**src/inc/gpmux_map.vh**
```
// Register map, field positions and reset values of the pin-function multiplexer
// Behaviour
// - Input level register C is read-only: pins 21..16 in bits 5..0, 7..6 zero.
// - Fixed output low register drives outputs 0..7 and resets to all ones.
// - Fixed output high register drives outputs 8..11, upper nibble zero, resets 0x0F.
// - IRQ route bit puts interrupts on outputs 0..4, 7 and serial IRQ pin.
// - Select bits 3 and 1 choose PS/2, serial receive or serial transmit on GP20/21.
// - Non-PS/2 function on GP20/21 holds PS/2 inputs high internally.
// - A disabled PS/2 channel sees its inputs held high.
// - IR bypass bit connects IR pins to IR data register bits.
// - PWM route bit puts both PWM outputs on outputs 10 and 11.
// - Floppy bit puts drive select 1 and motor 1 on outputs 5 and 6.
// - Gate-A20 route bit puts the gate-A20 output on GP17.
// - IR COM route bit connects GP8/GP9 to IR COM receive and transmit.
// - Scan extra bit turns GP4 and GP5 into scan outputs 14 and 15.
// - Output 8 carries DMA request 2, else CPU reset or fixed output 8.
// - Scan-12 pin carries scan 12, or CPU reset/fixed output 8 when swapped.
// - Swap bit moves GP18 to scan-13 pin, GP18 pin becomes DMA acknowledge 2.
// - Firmware makes GP18 input; device passes its level to DMA acknowledge 2.
// - DMA3 bit puts DMA request 3 on output 9, acknowledge 3 on GP19.
// - UART2 modem bit puts CTS, DTR, DSR, DCD, RI on GP11..GP15.
// - Field 5:4 selects GP6: GPIO, Infrared_mode_out out, fast IR receive, reserved.
// - Field 7:6 selects GP10: GPIO, Infrared_mode_out out, fast IR receive, UART2 RTS.
// - Third mux register holds swap bit at bit 1, bits 7..2 read zero.
// - In bypass, IR data bit 0 drives IR transmit, bit 1 reads IR receive.
`ifndef GPMUX_MAP_VH
`define GPMUX_MAP_VH
`define GPMUX_OFS_GPIO_HI_IN    16'h7F20
`define GPMUX_OFS_FIXED_OUT_LO  16'h7F22
`define GPMUX_OFS_FIXED_OUT_HI  16'h7F23
`define GPMUX_OFS_DED_IN        16'h7F24
`define GPMUX_OFS_SEL_THREE     16'h7F30
`define GPMUX_OFS_SEL_ONE       16'h7F3D
`define GPMUX_OFS_SEL_TWO       16'h7F40
`define GPMUX_IDX_IR_DATA       8'h98
`define GPMUX_RST_FIXED_OUT_LO  8'hFF
`define GPMUX_RST_FIXED_OUT_HI  4'hF
`define GPMUX_RST_SEL           8'h00
`define GPMUX_RST_SEL_THREE     2'h0
`define GPMUX_RST_IR_DATA       1'h0
`define GPMUX_B1_IRQ_ROUTE      0
`define GPMUX_B1_PS2_ROUTE      1
`define GPMUX_B1_IR_BYPASS      2
`define GPMUX_B1_SER_TX         3
`define GPMUX_B1_PWM            4
`define GPMUX_B1_FLOPPY         5
`define GPMUX_B1_GATE_A20       6
`define GPMUX_B1_IR_COM         7
`define GPMUX_B2_SCAN_EXTRA     0
`define GPMUX_B2_DMA2           1
`define GPMUX_B2_DMA3           2
`define GPMUX_B2_UART2_MODEM    3
`define GPMUX_B2_GP6_LO         4
`define GPMUX_B2_GP10_LO        6
`define GPMUX_B3_SCAN_SWAP      1
`define GPMUX_FN_GPIO           2'h0
`define GPMUX_FN_INFRARED_MODE_OUT        2'h1
`define GPMUX_FN_FAST_IR        2'h2
`define GPMUX_FN_RTS            2'h3
`endif

```
**src/verilog/gpmux_top.v**
```verilog
// Pin-function multiplexer with fixed output and pin level registers
`include "gpmux_map.vh"
`default_nettype none
module gpmux_top (
	// Clock and reset
	input  wire        clk_sys,
	input  wire        arst_n,
	// Controller memory-mapped access
	input  wire [15:0] mem_addr,
	input  wire        mem_wr,
	input  wire        mem_rd,
	input  wire [7:0]  mem_wdata,
	output reg  [7:0]  mem_rdata,
	// Host indexed access
	input  wire [7:0]  host_idx,
	input  wire        host_wr,
	input  wire        host_rd,
	input  wire [7:0]  host_wdata,
	output reg  [7:0]  host_rdata,
	// GPIO register values from the direction and output registers
	input  wire [21:0] gpio_dir,
	input  wire [21:0] gpio_out,
	output reg  [21:0] gpio_level,
	// GPIO pins
	input  wire [21:0] gpio_pin_in,
	output reg  [21:0] gpio_pin_out,
	output reg  [21:0] gpio_pin_oe,
	// Dedicated pins
	input  wire [7:0]  in_pin,
	output reg  [11:0] out_pin,
	output reg         scan_out_twelve_pin,
	input  wire        scan13_pin_in,
	output reg         scan13_pin_out,
	output reg         scan13_pin_oe,
	output reg         serial_irq_line_out,
	output reg         serial_irq_line_oe,
	output reg         infrared_tx_pin,
	input  wire        infrared_rx_pin,
	// Interrupt sources
	input  wire        irq_fdc,
	input  wire        irq8_n,
	input  wire        irq_pp,
	input  wire        irq_mouse,
	input  wire        irq_kbd,
	input  wire        sys_mgmt_irq_n,
	input  wire        uart1_irq3,
	input  wire        serial_irq_drive,
	input  wire        serial_irq_drive_en,
	// PS/2 and controller serial port
	input  wire        ps2_chan_en,
	input  wire        kbd_port_clock_low,
	input  wire        kbd_port_data_low,
	output reg         kbd_port_clock,
	output reg         kbd_port_data,
	input  wire        mcu_serial_tx,
	output reg         mcu_serial_rx,
	// IR controller
	input  wire        irctl_tx,
	output reg         irctl_rx,
	input  wire        ir_com_tx,
	output reg         ir_com_rx,
	input  wire        infrared_mode_out,
	output reg         fast_infrared_rx,
	// Other units
	input  wire        pulse_out_zero,
	input  wire        pulse_out_one,
	input  wire        floppy_drive_sel1_n,
	input  wire        floppy_motor1_n,
	input  wire        addr20_gate,
	input  wire        cpu_reset,
	input  wire        dma_req_two,
	input  wire        dma_req_three,
	output reg         dma_ack_two_n,
	output reg         dma_ack_three_n,
	input  wire        scan_out_twelve,
	input  wire        scan_out_thirteen,
	input  wire        scan_out_fourteen,
	input  wire        scan_out_fifteen,
	// Second UART modem lines
	input  wire        uart2_term_ready_n,
	input  wire        uart2_req_to_send_n,
	output reg         uart2_clear_to_send_n,
	output reg         uart2_set_ready_n,
	output reg         uart2_carrier_n,
	output reg         uart2_ring_n
);

	// Control registers
	reg [7:0] fixed_output_low_reg, sel_one_reg, sel_two_reg;
	reg [3:0] fixed_output_high_reg;
	reg [1:0] sel_three_reg;
	reg       infrared_tx_bit_reg;
	// Pin synchroniser stages and filtered level
	reg [31:0] sync1_reg, sync2_reg, sync3_reg, lvl_reg;

	// Select fields
	wire irq_route_sel           = sel_one_reg[`GPMUX_B1_IRQ_ROUTE];
	wire ps2_route_sel           = sel_one_reg[`GPMUX_B1_PS2_ROUTE];
	wire ir_bypass_sel           = sel_one_reg[`GPMUX_B1_IR_BYPASS];
	wire serial_tx_route_sel     = sel_one_reg[`GPMUX_B1_SER_TX];
	wire pwm_route_sel           = sel_one_reg[`GPMUX_B1_PWM];
	wire floppy_second_drive_sel = sel_one_reg[`GPMUX_B1_FLOPPY];
	wire gate_a20_route_sel      = sel_one_reg[`GPMUX_B1_GATE_A20];
	wire ir_com_route_sel        = sel_one_reg[`GPMUX_B1_IR_COM];
	wire scan_extra_route_sel    = sel_two_reg[`GPMUX_B2_SCAN_EXTRA];
	wire dma2_route_sel          = sel_two_reg[`GPMUX_B2_DMA2];
	wire dma3_route_sel          = sel_two_reg[`GPMUX_B2_DMA3];
	wire uart2_modem_route_sel   = sel_two_reg[`GPMUX_B2_UART2_MODEM];
	wire [1:0] gp6_fn            = sel_two_reg[`GPMUX_B2_GP6_LO+1:`GPMUX_B2_GP6_LO];
	wire [1:0] gp10_fn           = sel_two_reg[`GPMUX_B2_GP10_LO+1:`GPMUX_B2_GP10_LO];
	wire scan_swap_sel           = sel_three_reg[`GPMUX_B3_SCAN_SWAP];
	wire fixed_output_eight      = fixed_output_high_reg[0];

	// Level changes once the second and third stages agree
	wire [31:0] lvl_next  = (~(sync2_reg ^ sync3_reg) & sync3_reg) | ((sync2_reg ^ sync3_reg) & lvl_reg);
	wire [21:0] gp_lvl    = lvl_reg[21:0];
	wire [7:0]  ded_lvl   = lvl_reg[29:22];
	wire        ir_rx_lvl = lvl_reg[30];
	wire        s13_lvl   = lvl_reg[31];

	// Next values of pins and unit inputs
	reg [21:0] gpio_level_next;
	reg [21:0] gpio_pin_out_next;
	reg [21:0] gpio_pin_oe_next;
	reg [11:0] out_pin_next;
	reg [3:0]  modem_next;
	reg        scan12_next, s13_out_next, s13_oe_next, ser_irq_out_next, ser_irq_oe_next, infrared_tx_bit_pin_next;
	reg        kbd_clk_next, kbd_dat_next, ser_rx_next, irctl_rx_next, ir_com_rx_next, fir_next;
	reg        ack2_next, ack3_next, cpu_rst_or_fixed8, ps2_live;

	// Pin function routing
	always @* begin
		gpio_pin_out_next = gpio_out;
		gpio_pin_oe_next  = gpio_dir;
		gpio_level_next   = gp_lvl;
		out_pin_next      = {fixed_output_high_reg, fixed_output_low_reg};
		cpu_rst_or_fixed8 = gate_a20_route_sel ? cpu_reset : fixed_output_eight;
		ps2_live          = ps2_route_sel & ps2_chan_en;
		if (irq_route_sel) begin
			out_pin_next[4:0] = {irq_kbd, irq_mouse, irq_pp, irq8_n, irq_fdc};
			out_pin_next[7]   = sys_mgmt_irq_n;
		end
		ser_irq_out_next = irq_route_sel ? uart1_irq3 : serial_irq_drive;
		ser_irq_oe_next  = irq_route_sel ? 1'b1 : serial_irq_drive_en;
		if (floppy_second_drive_sel) begin
			out_pin_next[5] = floppy_drive_sel1_n;
			out_pin_next[6] = floppy_motor1_n;
		end
		if (dma2_route_sel)
			out_pin_next[8] = dma_req_two;
		else
			out_pin_next[8] = cpu_rst_or_fixed8;
		if (dma3_route_sel) begin
			out_pin_next[9]     = dma_req_three;
			gpio_pin_oe_next[19] = 1'b0;
		end
		ack3_next = dma3_route_sel ? gp_lvl[19] : 1'b1;
		if (pwm_route_sel)
			out_pin_next[11:10] = {pulse_out_one, pulse_out_zero};
		scan12_next = scan_swap_sel ? cpu_rst_or_fixed8 : scan_out_twelve;
		// GP18 moves to scan 13 pin
		if (scan_swap_sel) begin
			s13_out_next         = gpio_out[18];
			s13_oe_next          = gpio_dir[18];
			gpio_pin_oe_next[18] = 1'b0;
			gpio_level_next[18]  = s13_lvl;
		end else begin
			s13_out_next = scan_out_thirteen;
			s13_oe_next  = 1'b1;
		end
		// acknowledge 2 from the GP18 pin
		ack2_next = gp_lvl[18];
		if (gate_a20_route_sel) begin
			gpio_pin_out_next[17] = addr20_gate;
			gpio_pin_oe_next[17]  = 1'b1;
		end
		if (ps2_route_sel) begin
			gpio_pin_out_next[21:20] = 2'h0;
			gpio_pin_oe_next[21:20]  = {kbd_port_data_low, kbd_port_clock_low};
		end else if (serial_tx_route_sel) begin
			gpio_pin_out_next[21] = mcu_serial_tx;
		end
		// PS/2 inputs held high off function
		kbd_clk_next = ps2_live ? gp_lvl[20] : 1'b1;
		kbd_dat_next = ps2_live ? gp_lvl[21] : 1'b1;
		ser_rx_next  = ps2_route_sel ? 1'b1 : gp_lvl[20];
		// IR data bit to transmit pin
		infrared_tx_bit_pin_next = ir_bypass_sel ? infrared_tx_bit_reg : irctl_tx;
		irctl_rx_next  = ir_bypass_sel ? 1'b1 : ir_rx_lvl;
		if (ir_com_route_sel) begin
			gpio_pin_oe_next[8]  = 1'b0;
			gpio_pin_out_next[9] = ir_com_tx;
			gpio_pin_oe_next[9]  = 1'b1;
		end
		ir_com_rx_next = ir_com_route_sel ? gp_lvl[8] : 1'b1;
		if (scan_extra_route_sel) begin
			gpio_pin_out_next[5:4] = {scan_out_fifteen, scan_out_fourteen};
			gpio_pin_oe_next[5:4]  = 2'h3;
		end
		if (uart2_modem_route_sel) begin
			gpio_pin_oe_next[15:11] = 5'h02;
			gpio_pin_out_next[12]   = uart2_term_ready_n;
			modem_next = {gp_lvl[15], gp_lvl[14], gp_lvl[13], gp_lvl[11]};
		end else begin
			modem_next = 4'hF;
		end
		fir_next = 1'b1;
		case (gp6_fn)
			`GPMUX_FN_INFRARED_MODE_OUT: begin
				gpio_pin_out_next[6] = infrared_mode_out;
				gpio_pin_oe_next[6]  = 1'b1;
			end
			`GPMUX_FN_FAST_IR: begin
				gpio_pin_oe_next[6] = 1'b0;
				fir_next            = gp_lvl[6];
			end
			default: gpio_pin_oe_next[6] = gpio_dir[6];
		endcase
		case (gp10_fn)
			`GPMUX_FN_INFRARED_MODE_OUT: begin
				gpio_pin_out_next[10] = infrared_mode_out;
				gpio_pin_oe_next[10]  = 1'b1;
			end
			`GPMUX_FN_FAST_IR: begin
				gpio_pin_oe_next[10] = 1'b0;
				if (gp6_fn != `GPMUX_FN_FAST_IR)
					fir_next = gp_lvl[10];
			end
			`GPMUX_FN_RTS: begin
				gpio_pin_out_next[10] = uart2_req_to_send_n;
				gpio_pin_oe_next[10]  = 1'b1;
			end
			default: gpio_pin_oe_next[10] = gpio_dir[10];
		endcase
	end

	// Register read data
	reg [7:0] rd_next;
	always @* begin
		case (mem_addr)
			`GPMUX_OFS_GPIO_HI_IN:   rd_next = {2'h0, gpio_level[21:16]};
			`GPMUX_OFS_FIXED_OUT_LO: rd_next = fixed_output_low_reg;
			`GPMUX_OFS_FIXED_OUT_HI: rd_next = {4'h0, fixed_output_high_reg};
			`GPMUX_OFS_DED_IN:       rd_next = ded_lvl;
			// swap bit with zero upper bits
			`GPMUX_OFS_SEL_THREE:    rd_next = {6'h00, sel_three_reg};
			`GPMUX_OFS_SEL_ONE:      rd_next = sel_one_reg;
			`GPMUX_OFS_SEL_TWO:      rd_next = sel_two_reg;
			default:                 rd_next = 8'h00;
		endcase
	end

	// Register writes and read captures
	always @(posedge clk_sys or negedge arst_n) begin
		if (!arst_n) begin
			fixed_output_low_reg  <= `GPMUX_RST_FIXED_OUT_LO;
			fixed_output_high_reg <= `GPMUX_RST_FIXED_OUT_HI;
			sel_one_reg           <= `GPMUX_RST_SEL;
			sel_two_reg           <= `GPMUX_RST_SEL;
			sel_three_reg         <= `GPMUX_RST_SEL_THREE;
			infrared_tx_bit_reg   <= `GPMUX_RST_IR_DATA;
			mem_rdata             <= 8'h00;
			host_rdata            <= 8'h00;
		end else begin
			if (mem_wr) begin
				case (mem_addr)
					`GPMUX_OFS_FIXED_OUT_LO: fixed_output_low_reg  <= mem_wdata;
					`GPMUX_OFS_FIXED_OUT_HI: fixed_output_high_reg <= mem_wdata[3:0];
					`GPMUX_OFS_SEL_ONE:      sel_one_reg           <= mem_wdata;
					`GPMUX_OFS_SEL_TWO:      sel_two_reg           <= mem_wdata;
					`GPMUX_OFS_SEL_THREE:    sel_three_reg         <= mem_wdata[1:0];
					default: ;
				endcase
			end
			if (mem_rd)
				mem_rdata <= rd_next;
			// IR data register on the host index
			if (host_wr && host_idx == `GPMUX_IDX_IR_DATA)
				infrared_tx_bit_reg <= host_wdata[0];
			if (host_rd)
				host_rdata <= (host_idx == `GPMUX_IDX_IR_DATA) ?
					{6'h00, ir_rx_lvl, infrared_tx_bit_reg} : 8'h00;
		end
	end

	// Pin synchroniser and registered pin outputs
	always @(posedge clk_sys or negedge arst_n) begin
		if (!arst_n) begin
			sync1_reg             <= 32'h00000000;
			sync2_reg             <= 32'h00000000;
			sync3_reg             <= 32'h00000000;
			lvl_reg               <= 32'h00000000;
			gpio_level            <= 22'h000000;
			gpio_pin_out          <= 22'h000000;
			gpio_pin_oe           <= 22'h000000;
			out_pin               <= 12'hFFF;
			scan_out_twelve_pin   <= 1'b1;
			scan13_pin_out        <= 1'b1;
			scan13_pin_oe         <= 1'b0;
			serial_irq_line_out   <= 1'b1;
			serial_irq_line_oe    <= 1'b0;
			infrared_tx_pin       <= 1'b0;
			kbd_port_clock        <= 1'b1;
			kbd_port_data         <= 1'b1;
			mcu_serial_rx         <= 1'b1;
			irctl_rx              <= 1'b1;
			ir_com_rx             <= 1'b1;
			fast_infrared_rx      <= 1'b1;
			dma_ack_two_n         <= 1'b1;
			dma_ack_three_n       <= 1'b1;
			uart2_clear_to_send_n <= 1'b1;
			uart2_set_ready_n     <= 1'b1;
			uart2_carrier_n       <= 1'b1;
			uart2_ring_n          <= 1'b1;
		end else begin
			sync1_reg             <= {scan13_pin_in, infrared_rx_pin, in_pin, gpio_pin_in};
			sync2_reg             <= sync1_reg;
			sync3_reg             <= sync2_reg;
			lvl_reg               <= lvl_next;
			gpio_level            <= gpio_level_next;
			gpio_pin_out          <= gpio_pin_out_next;
			gpio_pin_oe           <= gpio_pin_oe_next;
			out_pin               <= out_pin_next;
			scan_out_twelve_pin   <= scan12_next;
			scan13_pin_out        <= s13_out_next;
			scan13_pin_oe         <= s13_oe_next;
			serial_irq_line_out   <= ser_irq_out_next;
			serial_irq_line_oe    <= ser_irq_oe_next;
			infrared_tx_pin       <= infrared_tx_bit_pin_next;
			kbd_port_clock        <= kbd_clk_next;
			kbd_port_data         <= kbd_dat_next;
			mcu_serial_rx         <= ser_rx_next;
			irctl_rx              <= irctl_rx_next;
			ir_com_rx             <= ir_com_rx_next;
			fast_infrared_rx      <= fir_next;
			dma_ack_two_n         <= ack2_next;
			dma_ack_three_n       <= ack3_next;
			uart2_clear_to_send_n <= modem_next[0];
			uart2_set_ready_n     <= modem_next[1];
			uart2_carrier_n       <= modem_next[2];
			uart2_ring_n          <= modem_next[3];
		end
	end

endmodule
`default_nettype wire
```
**config.mk**
```make
export PLATFORM = sky130hd
export DESIGN_NAME = gpmux_top
export DESIGN_NICKNAME = d
export VERILOG_FILES = /design/src/verilog/gpmux_top.v
export VERILOG_INCLUDE_DIRS = /design/src /design/src/inc
export SDC_FILE = /design/constraint.sdc
export NUM_CORES = 1
export LEC_CHECK = 0
export ABC_AREA = 1
export BUFFER_PORTS_ARGS = -buffer_cell sky130_fd_sc_hd__buf_2
export CAP_MARGIN = 5
export CORE_UTILIZATION = 51
export DETAILED_ROUTE_END_ITERATION = 6
export PLACE_DENSITY = 0.86
export SYNTH_ARGS = -nofsm -noshare
export SYNTH_HDL_FRONTEND = slang
export SYNTH_SLANG_ARGS = --single-unit
```
**constraint.sdc**
```tcl
create_clock -name clk_sys -period 1.5 [get_ports clk_sys]
set_input_delay 0.225 -clock clk_sys [delete_from_list [all_inputs] [get_ports clk_sys]]
set_output_delay 0.225 -clock clk_sys [all_outputs]
set_load 0.03 [all_outputs]
```
---- After elaboration in Yosys (flattened, before gate mapping) ----
Cells that the tools add are included.
storage, ports and cells
  register bits after elaboration ......... 271
  input bits .............................. 152
  output and inout port bits .............. 112
cells by class
  equal/unequal tests ..................... 14
  muxes and demuxes ....................... 44
  bitwise gates (word level) .............. 6
  reduce and logical (&&, ||, !) cells .... 7
operator list
  cell                                             number
  == test 16 x 15 -> 1 bit, second input constant  7
  AND 32 bit                                       2
  one-hot mux 8 bit (7 select lines)               1
  inverter 32 bit                                  1
  bitwise OR 32 bit                                1
  bitwise XOR 32 bit                               1
  two-way mux 1 bit                                30
  two-way mux 2 bit                                7
  two-way mux 5 bit                                2
  AND reduction 2 bit                              5
  == test 8 bit, second input constant             1
  == test 2 bit, second input constant             3
  one-hot mux 1 bit (2 select lines)               3
  == test 2 x 1 -> 1 bit, second input constant    2
  two-way mux 4 bit                                1
  inequality test 2 bit, second input constant     1
  OR reduction 2 bit                               1
  AND 1 bit                                        1
  logical AND 1 bit                                1

---- Depth between registers and ports, before layout ----
  depth after elaboration ................. 4
  depth in mapped cells ................... 12
  mapped depth without buffers ............ 10

---- Worst setup path before layout ----
Ideal clock, no wire load.
  path kind ............................... input-to-reg
  start point ............................. input mem_addr[1]
  end point ............................... register sel_two_reg[6]
  data arrival time ....................... 1.072 ns
  data required time ...................... 1.381 ns
  path slack .............................. 0.309 ns
  cell stages on the path ................. 8
  path buffers ............................ 1
  cell sequence ........................... nor2_2 -> nand2_2 -> nor2_4 -> and2_4 -> nand2_4 -> buf_6 -> nand2_1 -> o21ai_2
between the ends
  word-level cells in the longest chain between the ends .. 2
RTL lines
  element                        line             RTL
  from (decl)                    gpmux_top.v:9    input wire [15:0] mem_addr,
  == test 16 x 15 -> 1 bit       gpmux_top.v:266  case (mem_addr)
  AND reduction 2 bit (no line)  -
  to (signal assigned)           gpmux_top.v:259  sel_two_reg <= `GPMUX_RST_SEL;
  to (signal assigned)           gpmux_top.v:270  `GPMUX_OFS_SEL_TWO: sel_two_reg <= mem_wdata;
  to (decl)                      gpmux_top.v:89   reg [7:0] fixed_output_low_reg, sel_one_reg, sel_two_reg;
Every way passes these cells.
A chain may end at the register's enable or synchronous reset.

---- Final worst setup path ----
  start point ............................. register out_pin[8]
  end point ............................... output out_pin[8]
RTL lines
  element                 line             RTL
  from (decl)             gpmux_top.v:30   output reg [11:0] out_pin,
  from (signal assigned)  gpmux_top.v:323  out_pin <= out_pin_next;
No word-level cell between the ends.

==> impl_metrics.tcl <==
set metrics [dict create \
    fin_util_pct 74.7 \
    die_area_sq_um 18000 \
    yosys_warnings 0 \
    path_buf_inv 1 \
    p_sw_mw 3.49 \
    path_class "register to output pin" \
    num_vias 6363 \
    grt_pass1_vias 6928 \
    antenna_found_initial 4 \
    rows 47 \
    cts_buffer_depth 3 \
    hpwlAfterDp_mm 13.4 \
    critPathCaptureType "output pin" \
    powerDensity_nw_per_um2 1260 \
    internal_power_mw 12.4 \
    setup_viol 0 \
    period_needed_ns 1.47 \
    grt_usage_pct 25.8 \
    synth_cell_type_count 31 \
    grt_overflow 0 \
    clock.fmax_mhz 678 \
    cp_slowest_stage_delay_ns 0.52 \
    ys.flop_type "dfrtp_1" \
    dp_slack_ns -0.0291 \
    slew_viol_final 0 \
    crit_family "flip-flops" \
    clkPwrFrac_pct 43.6 \
    io_pins 264 \
    synth-edff-count 0 \
    synth_top_cell_area_share_pct 63.5 \
    drc 0 \
    startpoint_type "register" \
    clk_pin_slew_ns 0.06 \
    drt-total-wl_mm 22.2 \
    syn_area_sq_um 8900 \
    ys_seq_elements 265 \
    final_hold_viol_count 0 \
    crit_fanout 1 \
    cts_tree "yes" \
    final_cell_area_sq_um 12600 \
    nets 1234 \
    postPlaceCellArea_sq_um 10500 \
    clock_sinks 265 \
    yosys-top-cells-area "dfrtp_1 64%, dfstp_2 12%, nand2_1 6.1%, maj3_1 3.6%, inv_1 2.5%" \
    routed_via_density 4.81 \
    setup_ws_ns 0.0254 \
    port_buffers 250 \
    fin_worst_skew_ns 0.0175 \
    synth_area_leader_cell "dfrtp_1" \
    initial_core_util_pct 52.9 \
    clk-insertion-delay-late_ns 0.53 \
    avgSynthCellArea_sq_um 13.0 \
    swShare_pct 22.0 \
    dr.pass1.iters 5 \
    postRouteAntennaNets 0 \
    grt_pass1_wl_mm 35.3 \
    hold_class "primary input to register" \
    drt_iter0_drc 315 \
    synth_cells 686 \
    p_leak_nw 6.14 \
    synthArstFlopShare_pct 100 \
    cts_made_buffers 26 \
    routabilityCongestion 0.883 \
    die_h_microns 134 \
    max-cap-violations 0 \
    cts.htree.levels 1 \
    grt_max_degree 50 \
    fp.dieW_microns 134 \
    finalCritPeriodShare_pct 98.3 \
    drive_gt1_share_pct 35.7 \
    cp.required_ns 1.27 \
    status "finished, final reports clean" \
    pwr-share-comb_pct 8.0 \
    wl_per_cell_microns 16.8 \
    synth-seq-area-share_pct 75.1 \
    cts_root_buffer "clkbuf_16" \
    pwr-share-seq_pct 48.4 \
    syn_to_final_growth_pct 41.1 \
    vdd.ir_drop.worst_mv 1.02 \
    power.total_mw 15.9 \
    cp.arrival_ns 1.25 \
    path_cells "buf_2" \
    core_area_sq_um 16800 \
    grt_setup_unrepaired "false" \
    slowest_stage "dfstp_2" \
]
[path summary, 6_finish.rpt]
path | startpoint | slack (ns) | cells past startpoint | endpoint
setup / recovery | out_pin[8]$_DFF_PN1_ | 0.03 | 1 | out_pin[8]
hold / removal | mem_wdata[7] | 0.02 | 3 | fixed_output_low_reg[7]$_DFFE_PN1P_
setup reg to reg | sel_two_reg[0]$_DFFE_PN0P_ | 0.08 | 4 | gpio_pin_out[4]$_DFF_PN0_
hold reg to reg | sync1_reg[26]$_DFF_PN0_ | 0.34 | 0 | sync2_reg[26]$_DFF_PN0_
max in group asynchronous | arst_n | 0.67 | 3 | gpio_pin_oe[3]$_DFF_PN0_
min in group asynchronous | arst_n | 0.18 | 2 | gpio_level[15]$_DFF_PN0_
[placed cells by master (no fill, tap or decap), types with 7 or more instances in the layout]
cell type / n
clkbuf_1: 7
clkbuf_8: 7
nor2_1: 35
buf_2: 248
maj3_1: 32
o21ai_2: 16
inv_1: 59
dfrtp_1: 226
nand3_1: 35
dlygate4sd3_1: 115
or2_2: 13
nand2_1: 145
dfstp_2: 39
buf_4: 9
clkbuf_16: 27
o21ai_0: 30
[routing by layer]
layer | part of all wire, % | track usage, % | routed length, microns | vias up
met1 | 38 | 31.2 | 8500 | 3114
met4 | 4.0 | 11.9 | 888 | 0
met3 | 5.6 | 4.38 | 1230 | 62
li1 | - | - | - | 2944
met5 | 0 | 0 | 0 | -
met2 | 52 | 45.3 | 11500 | 243
[kinds of logic (layout without fill, tap and decap cells)]
group / count (synthesis) / after routing / share of synthesized area [%]
DFF: 265 / 265 / 75.1
other: 1 / 10 / 0.0421
buffers and inverters: 77 / 485 / 4.09
AOI/OAI and AO/OA: 55 / 55 / 3.80
and+or+nand+nor: 250 / 250 / 12.6
adders and majority gates: 34 / 34 / 3.88
muxes: 4 / 4 / 0.492
[area by class of cell]
class	count	area [sq um]
fill	1062	4260
clock inverter	6	135
sequential	265	6680
clock buffer	41	798
multi-input combinational	349	1870
inverter	60	225
tap	220	275
timing repair buffer	378	2560
antenna	4	10.0
[synthesized netlist by cell type, drive strengths merged (2+ instances only)]
master	n
dfrtp	226
nand2	150
inv	60
o21ai	51
nor2	45
dfstp	39
nand3	36
maj3	32
buf	13
or2	13
clkbuf	4
mux2	3
a21oi	2
ha	2
nand3b	2
o22ai	2
[through the flow]
step           setup TNS, ns  instances  hold slack, ns
6_report                   0       1323          0.0231
2_1_floorplan              0        691         -0.0706
5_1_grt                    0       1323          0.0228
3_3_place_gp               0       1157           0.124
4_1_cts                    0       1319        0.000254
3_5_place_dp         -0.0586       1157           0.129
[power groups by stage]
stage	Clock (mW)	Sequential (mW)	Combinational (mW)
finish	6.92	7.69	1.27
global route	7.34	7.72	1.38
CTS	7.05	7.68	1.26
detailed placement	0	7.80	1.01
global placement	0	7.78	0.988
floorplan	0	8.04	0.200
[timing repair]
item,4_1_cts,5_1_grt
hold endpoints to repair,348,0
hold buffers,115,0
buffers inserted,0,0
resized for setup,0,1
endpoints found under the setup margin,0,1
No activity file was read; power rests on OpenSTA's default activity.
